`src/sltc_pkg.sv`:
```
// constants and carrier types of the switch link test controller
package sltc_pkg;
    // register byte offsets
    localparam logic [7:0] OFF_CTRL    = 8'h00;
    localparam logic [7:0] OFF_STATUS  = 8'h04;
    localparam logic [7:0] OFF_SIG     = 8'h08;
    localparam logic [7:0] OFF_PKT     = 8'h0c;
    localparam logic [7:0] OFF_LT_ERR  = 8'h10;
    localparam logic [7:0] OFF_TX_CNT  = 8'h14;
    // control fields
    localparam int CTRL_RUN    = 0;
    localparam int CTRL_LTEST  = 1;
    localparam int CTRL_LTVAL  = 2;
    localparam int CTRL_LDSEL  = 4;
    localparam int CTRL_REBIST = 8;
    localparam logic [31:0] CTRL_RST = 32'h0000_0000;
    localparam logic [31:0] SIG_SEED = 32'h0000_0001;
    localparam logic [31:0] SIGNATURE_REGISTER_POLY = 32'h8020_0003;
    // self-test timing
    localparam logic [7:0] SCAN_LEN  = 8'h20;
    localparam logic [7:0] CLK_LEN   = 8'h04;
    localparam logic [3:0] BIST_PASSES = 4'h2;
    localparam logic [7:0] ARRAY_WORDS = 8'h10;
    // line test settle count
    localparam logic [7:0] LT_SETTLE = 8'h08;
    localparam logic [31:0] PSLVERR_DATA = 32'h0000_0000;

    typedef enum {BIST_IDLE, BIST_SCAN, BIST_CLK, BIST_CAPT, BIST_DONE} sltc_bist_t;

    // state of the whole block except the packet store
    typedef struct packed {
        logic [31:0] ctrl;
        logic [31:0] signature_register;
        logic [31:0] arr_sig;
        logic [7:0]  bcnt;
        logic [3:0]  passes;
        logic [7:0]  acnt;
        logic        bist_busy;
        logic        bist_done;
        logic [2:0]  bst;
        logic [3:0]  pkt_cnt;
        logic [3:0]  tx_cnt;
        logic [15:0] tx_total;
        logic [7:0]  lt_cnt;
        logic [3:0]  lt_err;
        logic [3:0]  lt_drv;
        logic [3:0]  lt_oe;
        logic [3:0]  cbl_tx;
        logic        cbl_clk;
        logic [3:0]  loc_tx;
        logic        loc_clk;
        logic [1:0]  clk_sync;
        logic        clk_last;
        logic [3:0]  loc_s1;
        logic [3:0]  loc_s2;
        logic [3:0]  cbl_s1;
        logic [3:0]  cbl_s2;
        logic [1:0]  lb_s1;
        logic [1:0]  lb_s2;
        logic [31:0] prdata;
        logic        pready;
        logic        pslverr;
        logic        err_pkt;
        logic        stat_pkt;
        logic [31:0] pkt_sig;
    } sltc_state_t;
endpackage

```
`src/sltc_top.sv`:
```
// switch link test controller: loopback, self-test, functional and line test
//
// The APB slave port and the address map are this design's own decisions.
module sltc_top #(
    parameter int LANES = 4,
    parameter int DEPTH = 8
) (
    input  wire logic              sys_clk,     // 200 MHz system clock
    input  wire logic              rst,         // synchronous reset, high
    input  wire logic [7:0]        paddr,       // apb address
    input  wire logic              psel,        // apb select
    input  wire logic              penable,     // apb enable
    input  wire logic              pwrite,      // apb direction
    input  wire logic [31:0]       pwdata,      // apb write data
    output logic      [31:0]       prdata,      // apb read data
    output logic                   pready,      // apb ready
    output logic                   pslverr,     // apb error
    input  wire logic              loc_lb_n,    // local loopback select, low
    input  wire logic              cbl_lb_n,    // cable loopback select, low
    input  wire logic              link_clk,    // received link clock
    input  wire logic [LANES-1:0]  loc_rx,      // local side receiver data
    input  wire logic [LANES-1:0]  cbl_rx,      // cable side receiver data
    output logic      [LANES-1:0]  loc_tx,      // local side sender data
    output logic                   loc_tx_clk,  // local side sender clock
    output logic      [LANES-1:0]  cbl_tx,      // cable side sender data
    output logic                   cbl_tx_clk,  // cable side sender clock
    output logic      [LANES-1:0]  lt_drv_o,    // line test driver value
    output logic      [LANES-1:0]  lt_drv_oe,   // line test driver enable
    output logic                   err_pkt,     // error packet strobe
    output logic                   stat_pkt,    // status packet strobe
    output logic      [31:0]       pkt_sig      // signature in packets
);
    sltc_pkg::sltc_state_t s_r;
    sltc_pkg::sltc_state_t s_nxt;
    logic [31:0] pkt_mem_r [DEPTH];
    logic        mem_we;
    logic [31:0] rd;
    logic        clk_rise;

    // one signature_register step: shift with feedback and fold in new data
    function automatic logic [31:0] signature_register_step(input logic [31:0] v, input logic [31:0] d);
        signature_register_step = ({v[30:0], 1'b0} ^ (v[31] ? sltc_pkg::SIGNATURE_REGISTER_POLY : 32'h0000_0000)) ^ d;
    endfunction

    // ********************************************
    // next state
    // ********************************************
    always_comb begin
        s_nxt    = s_r;
        mem_we   = 1'b0;
        rd       = 32'h0000_0000;
        clk_rise = 1'b0;

        // two-stage synchronisers on all pins from the link side
        s_nxt.clk_sync = {s_r.clk_sync[0], link_clk};
        s_nxt.clk_last = s_r.clk_sync[1];
        clk_rise       = s_r.clk_sync[1] & ~s_r.clk_last;
        s_nxt.loc_s1   = loc_rx;
        s_nxt.loc_s2   = s_r.loc_s1;
        s_nxt.cbl_s1   = cbl_rx;
        s_nxt.cbl_s2   = s_r.cbl_s1;
        s_nxt.lb_s1    = {cbl_lb_n, loc_lb_n};
        s_nxt.lb_s2    = s_r.lb_s1;

        // data path: loop back or pass through, held to link clock edges
        s_nxt.loc_clk = s_r.clk_sync[1];
        s_nxt.cbl_clk = s_r.clk_sync[1];
        if (clk_rise) begin
            if (!s_r.lb_s2[0]) begin
                s_nxt.loc_tx = s_r.loc_s2;
            end else begin
                s_nxt.loc_tx = s_r.cbl_s2;
            end
            if (!s_r.lb_s2[1]) begin
                s_nxt.cbl_tx = s_r.cbl_s2;
            end else begin
                s_nxt.cbl_tx = s_r.loc_s2;
            end
        end

        // logic and array self-test, started by reset or by a write of CTRL_REBIST
        s_nxt.err_pkt  = 1'b0;
        s_nxt.stat_pkt = 1'b0;
        case (sltc_pkg::sltc_bist_t'(s_r.bst))
            sltc_pkg::BIST_IDLE: begin
                if (s_r.bist_busy) begin
                    s_nxt.bst  = 3'(sltc_pkg::BIST_SCAN);
                    s_nxt.bcnt = 8'h00;
                end
            end
            sltc_pkg::BIST_SCAN: begin
                // pattern latches loaded from a counter-based generator
                s_nxt.bcnt = s_r.bcnt + 8'h01;
                if (s_r.bcnt == sltc_pkg::SCAN_LEN - 8'h01) begin
                    s_nxt.bst  = 3'(sltc_pkg::BIST_CLK);
                    s_nxt.bcnt = 8'h00;
                end
            end
            sltc_pkg::BIST_CLK: begin
                s_nxt.bcnt = s_r.bcnt + 8'h01;
                if (s_r.bcnt == sltc_pkg::CLK_LEN - 8'h01) begin
                    s_nxt.bst  = 3'(sltc_pkg::BIST_CAPT);
                    s_nxt.bcnt = 8'h00;
                end
            end
            sltc_pkg::BIST_CAPT: begin
                // captures include the parity checker output so it is tested
                s_nxt.signature_register = signature_register_step(s_r.signature_register, {s_r.ctrl[23:0], s_r.bcnt}
                                       ^ {31'h0, ^s_r.signature_register});
                s_nxt.bcnt = s_r.bcnt + 8'h01;
                if (s_r.bcnt == sltc_pkg::SCAN_LEN - 8'h01) begin
                    s_nxt.passes = s_r.passes + 4'h1;
                    s_nxt.bcnt   = 8'h00;
                    if (s_r.passes + 4'h1 == sltc_pkg::BIST_PASSES) begin
                        s_nxt.bst = 3'(sltc_pkg::BIST_DONE);
                    end else begin
                        s_nxt.bst = 3'(sltc_pkg::BIST_SCAN);
                    end
                end
            end
            default: begin
                if (s_r.acnt == sltc_pkg::ARRAY_WORDS) begin
                    s_nxt.bist_busy = 1'b0;
                    s_nxt.bist_done = 1'b1;
                    s_nxt.bst       = 3'(sltc_pkg::BIST_IDLE);
                    s_nxt.stat_pkt  = 1'b1;
                end
            end
        endcase
        // array test walks in parallel with the logic test
        if (s_r.bist_busy && s_r.acnt != sltc_pkg::ARRAY_WORDS) begin
            s_nxt.arr_sig = signature_register_step(s_r.arr_sig, {24'h0, s_r.acnt});
            s_nxt.acnt    = s_r.acnt + 8'h01;
        end
        s_nxt.pkt_sig = s_r.signature_register ^ s_r.arr_sig;

        // functional test: loaded packets drain one per link edge
        if (s_r.ctrl[sltc_pkg::CTRL_RUN] && s_r.tx_cnt != s_r.pkt_cnt && clk_rise) begin
            s_nxt.tx_cnt   = s_r.tx_cnt + 4'h1;
            s_nxt.tx_total = s_r.tx_total + 16'h0001;
            s_nxt.cbl_tx   = pkt_mem_r[s_r.tx_cnt[2:0]][3:0];
        end

        // line test: force drivers, sample receivers after settling
        s_nxt.lt_oe = 4'h0;
        if (s_r.ctrl[sltc_pkg::CTRL_LTEST]) begin
            s_nxt.lt_oe  = 4'hf;
            s_nxt.lt_drv = {4{s_r.ctrl[sltc_pkg::CTRL_LTVAL]}};
            if (s_r.lt_cnt != sltc_pkg::LT_SETTLE) begin
                s_nxt.lt_cnt = s_r.lt_cnt + 8'h01;
            end else begin
                // inverted or floating leg shows as a mismatch
                s_nxt.lt_err = s_r.lt_err | (s_r.cbl_s2 ^ s_r.lt_drv);
            end
        end else begin
            s_nxt.lt_cnt = 8'h00;
        end
        if (|(s_nxt.lt_err & ~s_r.lt_err)) begin
            s_nxt.err_pkt = 1'b1;
        end

        // apb slave: one wait state, answer on the second access cycle
        s_nxt.pready  = 1'b0;
        s_nxt.pslverr = 1'b0;
        if (psel && penable && !s_r.pready) begin
            s_nxt.pready = 1'b1;
            if (paddr == sltc_pkg::OFF_CTRL) begin
                rd = s_r.ctrl;
                if (pwrite) begin
                    s_nxt.ctrl = pwdata;
                    if (pwdata[sltc_pkg::CTRL_REBIST] && !s_r.bist_busy) begin
                        s_nxt.bist_busy = 1'b1;
                        s_nxt.signature_register      = sltc_pkg::SIG_SEED;
                        s_nxt.arr_sig   = sltc_pkg::SIG_SEED;
                        s_nxt.acnt      = 8'h00;
                        s_nxt.passes    = 4'h0;
                    end
                end
            end else if (paddr == sltc_pkg::OFF_STATUS) begin
                rd = {24'h0, s_r.tx_cnt, 1'b0, s_r.bst[1:0], s_r.bist_done};
            end else if (paddr == sltc_pkg::OFF_SIG) begin
                rd = s_r.pkt_sig;
            end else if (paddr == sltc_pkg::OFF_PKT) begin
                rd = {28'h0, s_r.pkt_cnt};
                if (pwrite && s_r.pkt_cnt != 4'(DEPTH)) begin
                    mem_we        = 1'b1;
                    s_nxt.pkt_cnt = s_r.pkt_cnt + 4'h1;
                end
            end else if (paddr == sltc_pkg::OFF_LT_ERR) begin
                rd = {28'h0, s_r.lt_err};
                if (pwrite) begin
                    // a lane error found in the clearing cycle stays logged
                    s_nxt.lt_err = (s_r.lt_err & ~pwdata[3:0])
                                 | (s_nxt.lt_err & ~s_r.lt_err);
                end
            end else if (paddr == sltc_pkg::OFF_TX_CNT) begin
                rd = {16'h0, s_r.tx_total};
                if (pwrite) begin
                    s_nxt.pkt_cnt = 4'h0;
                    s_nxt.tx_cnt  = 4'h0;
                end
            end else begin
                rd            = sltc_pkg::PSLVERR_DATA;
                s_nxt.pslverr = 1'b1;
            end
            s_nxt.prdata = pwrite ? 32'h0000_0000 : rd;
        end
    end

    // ********************************************
    // registers
    // ********************************************
    always_ff @(posedge sys_clk) begin
        if (rst) begin
            s_r           <= '0;
            s_r.ctrl      <= sltc_pkg::CTRL_RST;
            s_r.signature_register      <= sltc_pkg::SIG_SEED;
            s_r.arr_sig   <= sltc_pkg::SIG_SEED;
            s_r.bist_busy <= 1'b1;
            s_r.lb_s1     <= 2'b11;
            s_r.lb_s2     <= 2'b11;
        end else begin
            s_r <= s_nxt;
        end
    end

    // packet store written only by the supervisor, no reset needed
    always_ff @(posedge sys_clk) begin
        if (mem_we) begin
            pkt_mem_r[s_r.pkt_cnt[2:0]] <= pwdata;
        end
    end

    // outputs straight from state flip-flops
    assign prdata     = s_r.prdata;
    assign pready     = s_r.pready;
    assign pslverr    = s_r.pslverr;
    assign loc_tx     = s_r.loc_tx;
    assign loc_tx_clk = s_r.loc_clk;
    assign cbl_tx     = s_r.cbl_tx;
    assign cbl_tx_clk = s_r.cbl_clk;
    assign lt_drv_o   = s_r.lt_drv;
    assign lt_drv_oe  = s_r.lt_oe;
    assign err_pkt    = s_r.err_pkt;
    assign stat_pkt   = s_r.stat_pkt;
    assign pkt_sig    = s_r.pkt_sig;
endmodule

```
`config.mk`:
```
export PLATFORM = sky130hd
export DESIGN_NAME = sltc_top
export DESIGN_NICKNAME = d
export VERILOG_FILES = /design/src/sltc_pkg.sv /design/src/sltc_top.sv
export SDC_FILE = /design/constraint.sdc
export NUM_CORES = 1
export LEC_CHECK = 0
export BUFFER_PORTS_ARGS = -buffer_cell sky130_fd_sc_hd__buf_2
export CORE_MARGIN = 2
export CORE_UTILIZATION = 39
export DETAILED_ROUTE_END_ITERATION = 6
export HOLD_SLACK_MARGIN = 0.08
export SYNTH_ARGS = -nofsm -noshare
export SYNTH_HDL_FRONTEND = slang
export SYNTH_SLANG_ARGS = --single-unit
```
`constraint.sdc`:
```
create_clock -name sys_clk -period 2.7 [get_ports sys_clk]
set_input_delay 0.54 -clock sys_clk [delete_from_list [all_inputs] [get_ports sys_clk]]
set_output_delay 0.54 -clock sys_clk [all_outputs]
set_load 0.005 [all_outputs]
```
Word-level counts from Yosys, hierarchy flattened

Memories as Yosys holds them, arrays and structs flattened. A register that Yosys moved wholly into a read port is not among the register bits.
Index checks and enable logic that the tools add are counted.
W data, S select, Z words.

Flip-flop bits (word level): 261
Latch bits: 0
RAM bits: 256
ROM bits: 0
Output and inout bits: 86
Logic and storage cells: 186
Memories: 1

Memory list:

| memory    | depth | bits a word | rd ports | clocked after Yosys merged registers in | write ports | RTL line       | text |
|---|---|---|---|---|---|---|---|
| pkt_mem_r | 8     | 32          | 1        | 1                                       | 1           | sltc_top.sv:35 | `logic [31:0] pkt_mem_r [DEPTH];` |

Add/subtract/negate cells: 7
$mul: 0
Divide/modulo/power cells: 0
Magnitude comparators: 0
Eq/ne operators: 22
Shift operators: 0
Mux-type cells: 76
Bitwise gates (word level): 21
Reduce and logical (&&, ||, !) cells: 27

Operator list:

| kind                    | number |
|---|---|
| $mux W32                | 10 |
| $mux W64                | 4 |
| $xor A32 B32 Y32        | 4 |
| $mux W4                 | 20 |
| $mux W8                 | 7 |
| $mux W13                | 4 |
| $eq A8 B5 Y1 const B    | 4 |
| $pmux W8 S4             | 1 |
| $reduce_xor A32 Y1      | 1 |
| $xor A32 B1 Y32         | 1 |
| $xor A32 B8 Y32         | 1 |
| $add A8 B1 Y8 const B   | 3 |
| $mux W12                | 2 |
| $mux W20                | 1 |
| $mux W3                 | 6 |
| $add A16 B1 Y16 const B | 1 |
| $eq A8 B4 Y1 const B    | 2 |
| $mux W1                 | 16 |
| $mux W16                | 1 |
| $add A4 B1 Y4 const B   | 3 |
| $pmux W3 S4             | 1 |
| $ne A2 B2 Y1 const B    | 5 |
| $and A4 B4 Y4           | 2 |
| $eq A8 B2 Y1 const B    | 1 |
| other kinds (31)        | 52 |

Logic depth before layout (Yosys ltp)

Gate-level depths: netlist of run 1.

Depth in word-level cells: 13
Gate-level depth with buffers: 8

Worst setup path before layout of run 1

Ideal clock, no wire load.

Path type: input to register
Start point: in paddr[6]
End point: mem pkt_mem_r[0][0], enable pin
Library setup time: 361 ps
Data arrival time: 2300 ps
Data required time: 2339 ps
Setup slack: 39 ps
Cell stages on the path: 5
Path buffers: 0
Path through: or4_4 > or3_1 > nor4_1 > nand2_1 > nor3_1

Word-level cells in the longest chain between the ends: 8

RTL lines:

| item                            | RTL line        | text |
|---|---|---|
| from (decl)                     | sltc_top.sv:10  | `input wire logic [7:0] paddr,` |
| $eq A8 B4 Y1                    | sltc_top.sv:183 | `end else if (paddr == sltc_pkg::OFF_PKT) begin` |
| $mux W1                         | sltc_top.sv:183 |  |
| $mux W1                         | sltc_top.sv:181 | `end else if (paddr == sltc_pkg::OFF_SIG) begin` |
| $mux W1                         | sltc_top.sv:179 | `end else if (paddr == sltc_pkg::OFF_STATUS) begin` |
| $mux W1 *                       | sltc_top.sv:167 | `if (paddr == sltc_pkg::OFF_CTRL) begin` |
| $mux W1 *                       | sltc_top.sv:165 | `if (psel && penable && !s_r.pready) begin` |
| $mux W1 *                       | sltc_top.sv:229 | `if (mem_we) begin` |
| $mux W1 (not written as such) * | sltc_top.sv:230 | `pkt_mem_r[s_r.pkt_cnt[2:0]] <= pwdata;` |
| to (decl)                       | sltc_top.sv:35  |  |

Every way passes the cells marked *; elsewhere a longest branch is shown, timed or not.

Worst setup path after layout of run 1

Start point: in paddr[6]
End point: mem pkt_mem_r[6][3], enable pin

Same word-level chain as after synthesis.

==> results of run 1 <==
flip-flops by register name (all words and copies together), names as in the netlist, 4 cells and up:
register   cells
loc_tx         4
s_nxt         12
prdata        32
pkt_sig       32
cbl_tx         4
pkt_mem_r     32
s_r          168
cell usage in the layout (no fill, tap or decap), types with 9 or more instances in the layout:
cell       count
a22oi_2       10
inv_1         17
and3_1        11
edfxtp_1      32
o21ai_0       23
mux2i_1       31
xnor2_1      117
nor2_2        10
nor2_1       171
xor2_1        38
dfxtp_1      258
a21oi_1       91
mux2_2        21
a211oi_1      44
mux4_2         9
buf_2        140
nor3_1        11
clkbuf_16     32
buf_4         32
nand2_1      167
ha_1          11
nand3_1       15
a22oi_1       19
nor2b_1       20
critical path, delay by kind of cell:
family | cells | cell delay (ps)
simple gates | 5 | 1840
buf+inv | 1 | 100
metrics by stage:
stage | TNS, ps | power [mW] | instance area, um2 | hold WS (ps) | instances
3_5_place_dp | -1490 | 4.87 | 13500 | 397 | 1828
6_report | 0 | 8.91 | 14500 | 173 | 1879
4_1_cts | 0 | 9.00 | 14500 | 157 | 1879
3_3_place_gp | -96.2 | 4.86 | 13500 | 396 | 1828
5_1_grt | 0 | 9.23 | 14500 | 154 | 1879
2_1_floorplan | 0 | 4.74 | 12800 | 389 | 1365
worst max-delay path by stage:
stage | startpoint | to | slack (ps)
2_1_floorplan | paddr[6] | pkt_mem_r[0][0] | 40
3_3_place_gp | paddr[6] | pkt_mem_r[6][2] | -10
3_5_place_dp | paddr[6] | pkt_mem_r[6][3] | -120
4_1_cts | paddr[6] | pkt_mem_r[6][3] | 460
5_1_grt | s_r[142] | s_r[126] | 350
6_report | paddr[6] | pkt_mem_r[6][3] | 430
metal layers:
metal / vias to the layer above / wire [um]
li1: 4622 / -
met1: 4416 / 14500
met2: 169 / 14500
met3: 40 / 1220
met4: 0 / 469
met5: - / 0
cells by family (layout without fill, tap and decap cells):
logic type	after synthesis	in the layout	synth area share
muxes	61	61	0.0585
buffers and inverters	173	245	0.0786
xor gates and xnor gates	155	155	0.106
DFF	290	290	0.478
AOI/OAI and AO/OA	214	214	0.107
and+or+nand+nor	461	461	0.161
adders and majority gates	11	11	0.0107
power by group through the flow:
stage	sequential [mW]	combinational, mW	clock, mW
detailed placement	4.53	0.336	0
floorplan	4.51	0.222	0
CTS	4.44	0.338	4.23
global route	4.44	0.369	4.43
global placement	4.53	0.335	0
finish	4.43	0.335	4.14
cell type report:
| cell class | instances | area [um2] | share of cell area |
|---|---|---|---|
| clock buffer | 41 | 865 | 0.0598 |
| inverter | 17 | 63.8 | 0.00441 |
| clock inverter | 10 | 125 | 0.00865 |
| timing repair buffer | 177 | 1030 | 0.0713 |
| multi-input combinational | 902 | 5700 | 0.394 |
| tap | 442 | 553 | 0.0382 |
| sequential | 290 | 6130 | 0.423 |
==> impl_metrics.tcl, run 1 <==
set metrics [dict create \
    cts_sinks 290 \
    final-setup-viol-count 0 \
    drtIter0Drc 597 \
    crit_arrival_ps 2480 \
    r2r_setup_slack_ps 450 \
    avgSynthCellArea_um2 9.39 \
    ys_types 57 \
    grt-busiest-layer "met2" \
    overflow 0 \
    pre_cts_slack_ps -118 \
    wl_per_cell_um 16.3 \
    tritoncts "yes" \
    use_met3 0.0254 \
    seqPwrFrac 0.498 \
    slew_headroom 0.429 \
    clockPowerShare 0.465 \
    clockBufferDepth 3 \
    place_congestion 0.814 \
    first_global_vias 8702 \
    worst_setup_path_start_kind "input pin" \
    layout-drive-gt1-share 0.200 \
    grt_first_pass_wirelength_um 47800 \
    synth_area_mm2 0.0128 \
    crit_chain "buf_2 > or4_4 > or3_1 > nor4_1 > nand2_1 > nor2_1" \
    rr_endpoint "s_r[126]" \
    met2_usage 0.294 \
    rsz0062_at_grt "false" \
    fill_cells 3112 \
    hold_viol 0 \
    power.density_mw_per_mm2 616 \
    cts-buffers-inserted 30 \
    groute.usage.overall 0.176 \
    vias_per_cell 4.92 \
    post_cts_buffers 0 \
    post-route-period-util 0.839 \
    numPortBuffers 141 \
    core_mm2 0.0325 \
    worst_setup_path_end_kind "register" \
    fin_skew_ps 25.1 \
    whs_path_depth 2 \
    drc 0 \
    ys_async_sr_fraction 0 \
    clk_pin_slew_worst_paths_ps 60 \
    drt_wl_total_um 30700 \
    grt_max_degree 74 \
    max_stage_delay_ps 550 \
    p_sw_frac 0.211 \
    yosys-top-cells-area "dfxtp_1 (40%), xnor2_1 (8.0%), edfxtp_1 (7.5%)" \
    synthCells 1365 \
    yosysSeqAreaShare 0.478 \
    synth_most_common_cell "dfxtp_1" \
    r2r_start "s_r[142]" \
    drv_slew 0 \
    p_comb_frac 0.038 \
    grtUsageMet1 0.243 \
    cts_root_buf "clkbuf_16" \
    setup_ws_ps 433 \
    post-route-util 0.446 \
    die_area_mm2 0.0343 \
    core.rowCount 66 \
    fmax_mhz 441 \
    synth_top_area_cell "dfxtp_1" \
    ir_worst_vdd_v 0.000404 \
    area_delta_synth_final_pct 12.9 \
    dp_hpwl_um 22200 \
    p_leak_nw 5.35 \
    hp-start "loc_lb_n" \
    antenna_found_initial 0 \
    num_io_pins 142 \
    slowest_stage "or4_4" \
    syn_nets 1432 \
    ys_ff_latch 290 \
    antenna_cells 0 \
    clkLatencyLatePin_ps 550 \
    crit_required_ps 2910 \
    hold_buffers 0 \
    die_y_um 185 \
    synth_ff_type "dfxtp_1" \
    synth.top_cell.area_share 0.403 \
    r2r_cells 6 \
    tightest_slew_ps 853 \
    firstDrtPassIters 4 \
    dieWidth_um 185 \
    hold_path.class "input pin to register" \
    netlist_top_cells_count "dfxtp_1 (258), nor2_1 (172), nand2_1 (167)" \
    holdPathEnd "s_nxt[68]" \
    synth_edf_count 32 \
    p_switching_mw 1.88 \
    p_int_mw 7.03 \
    layout.nets 1485 \
    vias 9247 \
    htreeDepth 1 \
    crit_type "input pin to register" \
    drv_cap 0 \
    ant_nets 0 \
    outcome "finished, final reports clean" \
    cts_resized 0 \
    crit_fanout 5 \
    initial_core_util 0.395 \
    finalCriticalPeriod_ps 2270 \
    yosys_warnings 0 \
]
No activity file was read; power rests on OpenSTA's default activity.
==> inputs of run 2 (changes only) <==
ABC_AREA = 1   (was not set)
clock period = 2.4 ns   (was 2.7 ns; I/O delays follow)
==> run 2 against run 1 <==
Net effect:
- critical path depth rose by 2
- combinational power rose to 5.6 times the previous value
- sequential share of layout area fell by 1.9 points
==> impl_metrics.tcl, run 2 <==
set metrics [dict create \
    outcome "finished, final reports clean" \
    fin_skew_ps 24.0 \
    holdPathEnd "s_nxt[69]" \
    drv_cap 0 \
    groute.usage.overall 0.190 \
    dp_hpwl_um 25600 \
    fill_cells 3459 \
    stdcell_count 2265 \
    drt_wl_total_um 35100 \
    ys_async_sr_fraction 0 \
    dieWidth_um 191 \
    yosys-top-cells-area "dfxtp_1 (38%), nand2_1 (10%), edfxtp_1 (7.1%)" \
    r2r_start "s_r[142]" \
    vias 11025 \
    drc 0 \
    yosys_warnings 0 \
    netlist_top_cells_count "nand2_1 (377), dfxtp_1 (258), nor2_1 (204)" \
    synth_area_mm2 0.0136 \
    tritoncts "yes" \
    fmax_mhz 473 \
    setup_tns_ps 0 \
    wl_per_cell_um 15.5 \
    drtIter0Drc 659 \
    final-setup-viol-count 0 \
    power.density_mw_per_mm2 787 \
    numPortBuffers 141 \
    layout-drive-gt1-share 0.144 \
    mostFrequentLayoutCell "nand2_1" \
    grt_first_pass_wirelength_um 55300 \
    synth_top_area_cell "dfxtp_1" \
    post-route-period-util 0.881 \
    htreeDepth 1 \
    synth.top_cell.area_share 0.380 \
    antenna_cells 0 \
    ir_worst_vdd_v 0.000449 \
    ff_latch_area_mm2 0.00613 \
    yosysSeqAreaShare 0.450 \
    p_leak_nw 6.05 \
    cts_resized 0 \
    antenna_found_initial 0 \
    crit_required_ps 2680 \
    cts-buffers-inserted 30 \
    die_y_um 191 \
    die_area_mm2 0.0364 \
    r2r_setup_slack_ps 280 \
    worst_setup_path_end_kind "register" \
    tightest_slew_ps 619 \
    ys_ff_latch 290 \
    ant_nets 0 \
    cts_sinks 290 \
    multi_input_area_mm2 0.00592 \
    whs_path_depth 2 \
    avgSynthCellArea_um2 7.73 \
    first_global_vias 10337 \
    hp-start "cbl_lb_n" \
    initial_core_util 0.395 \
    num_io_pins 142 \
    clk_pin_slew_worst_paths_ps 60 \
    cts_root_buf "clkbuf_16" \
    crit_type "register to register" \
    clockBufferDepth 3 \
    core_mm2 0.0345 \
    drv_slew 0 \
    rr_endpoint "pkt_mem_r[0][3]" \
    crit_fanout 8 \
    synth_most_common_cell "nand2_1" \
    hold_viol 0 \
    ys_types 49 \
    synth_ff_type "dfxtp_1" \
    syn_nets 1827 \
    rsz0062_at_grt "false" \
    area_delta_synth_final_pct 11.3 \
    firstDrtPassIters 5 \
    slew_headroom 0.587 \
    layout.nets 1857 \
    worst_setup_path_start_kind "register" \
    synth_edf_count 32 \
    grt_max_degree 62 \
    core.rowCount 68 \
    top_register "s_r" \
    clkLatencyLatePin_ps 570 \
    finalCriticalPeriod_ps 2120 \
    synthCells 1760 \
    post_cts_buffers 0 \
    crit_arrival_ps 2390 \
    vias_per_cell 4.87 \
    hold_slack_ps 116 \
    final_cell_mix "nand2_1 (377), dfxtp_1 (258), nor2_1 (202), buf_2 (140), a21oi_1 (136)" \
    place_congestion 0.976 \
    hold_path.class "input pin to register" \
    r2r_cells 8 \
    dp.cells 2213 \
    largest_reg_flops 168 \
    overflow 0 \
    hold_buffers 0 \
]
==> run 2: area by class of cell <==
class	instances	share of cell area
Clock buffer	39	0.0545
Clock inverter	13	0.00884
Inverter	145	0.0360
Multi-Input combinational cell	1150	0.391
Sequential cell	290	0.405
Tap cell	455	0.0376
Timing Repair Buffer	173	0.0676
==> run 2: routing by layer <==
metal  wire length, um  track usage
met5                 0            0
met4               833       0.0519
met3              1570       0.0237
met2             16400        0.321
met1             16300        0.255
==> run 2: power breakdown <==
part           internal (mW)  total [mW]  leakage [nW]  switching [mW]
clock network           2.62        4.55         0.460            1.93
registers               5.15        5.50          2.38           0.351
logic                  0.773        1.86          3.22            1.09
==> run 2: cells by family after synthesis <==
group,count (synthesis),share of synthesized area
XOR/XNOR,119,0.0766
AND/OR/NAND/NOR,720,0.222
AO/OA/AOI/OAI,300,0.125
flip-flops,290,0.450
buffers and inverters,320,0.116
adder cells (fa/ha/maj),11,0.0101
==> run 2: how the worst max path moves through the flow <==
stage          depth (start not counted)  startpoint         endpoint
6_report                               8    s_r[142]  pkt_mem_r[0][3]
5_1_grt                                7    s_r[142]  pkt_mem_r[6][2]
3_3_place_gp                           9    paddr[4]  pkt_mem_r[4][1]
2_1_floorplan                          7    paddr[4]  pkt_mem_r[0][0]
3_5_place_dp                           8    paddr[4]  pkt_mem_r[7][3]
4_1_cts                                7    s_r[142]  pkt_mem_r[7][1]
==> run 2: critical path, stage by stage, from the launching register on <==
cell and delay, ps:
dfxtp_1 510, inv_1 180, ha_1 220, nand3_1 80, nand2_1 60, nor3_1 230
nand2_1 200, nor3_1 190, buf_4 170
==> run 2: through the flow <==
step	total power [mW]	instance area, um2	utilization	worst slack (ps)
2_1_floorplan	7.04	13600	-	356
3_3_place_gp	7.43	14200	0.412	303
3_5_place_dp	7.48	14200	0.412	269
4_1_cts	12.0	15100	0.439	297
5_1_grt	12.5	15100	0.439	102
6_report	11.9	15100	0.439	285
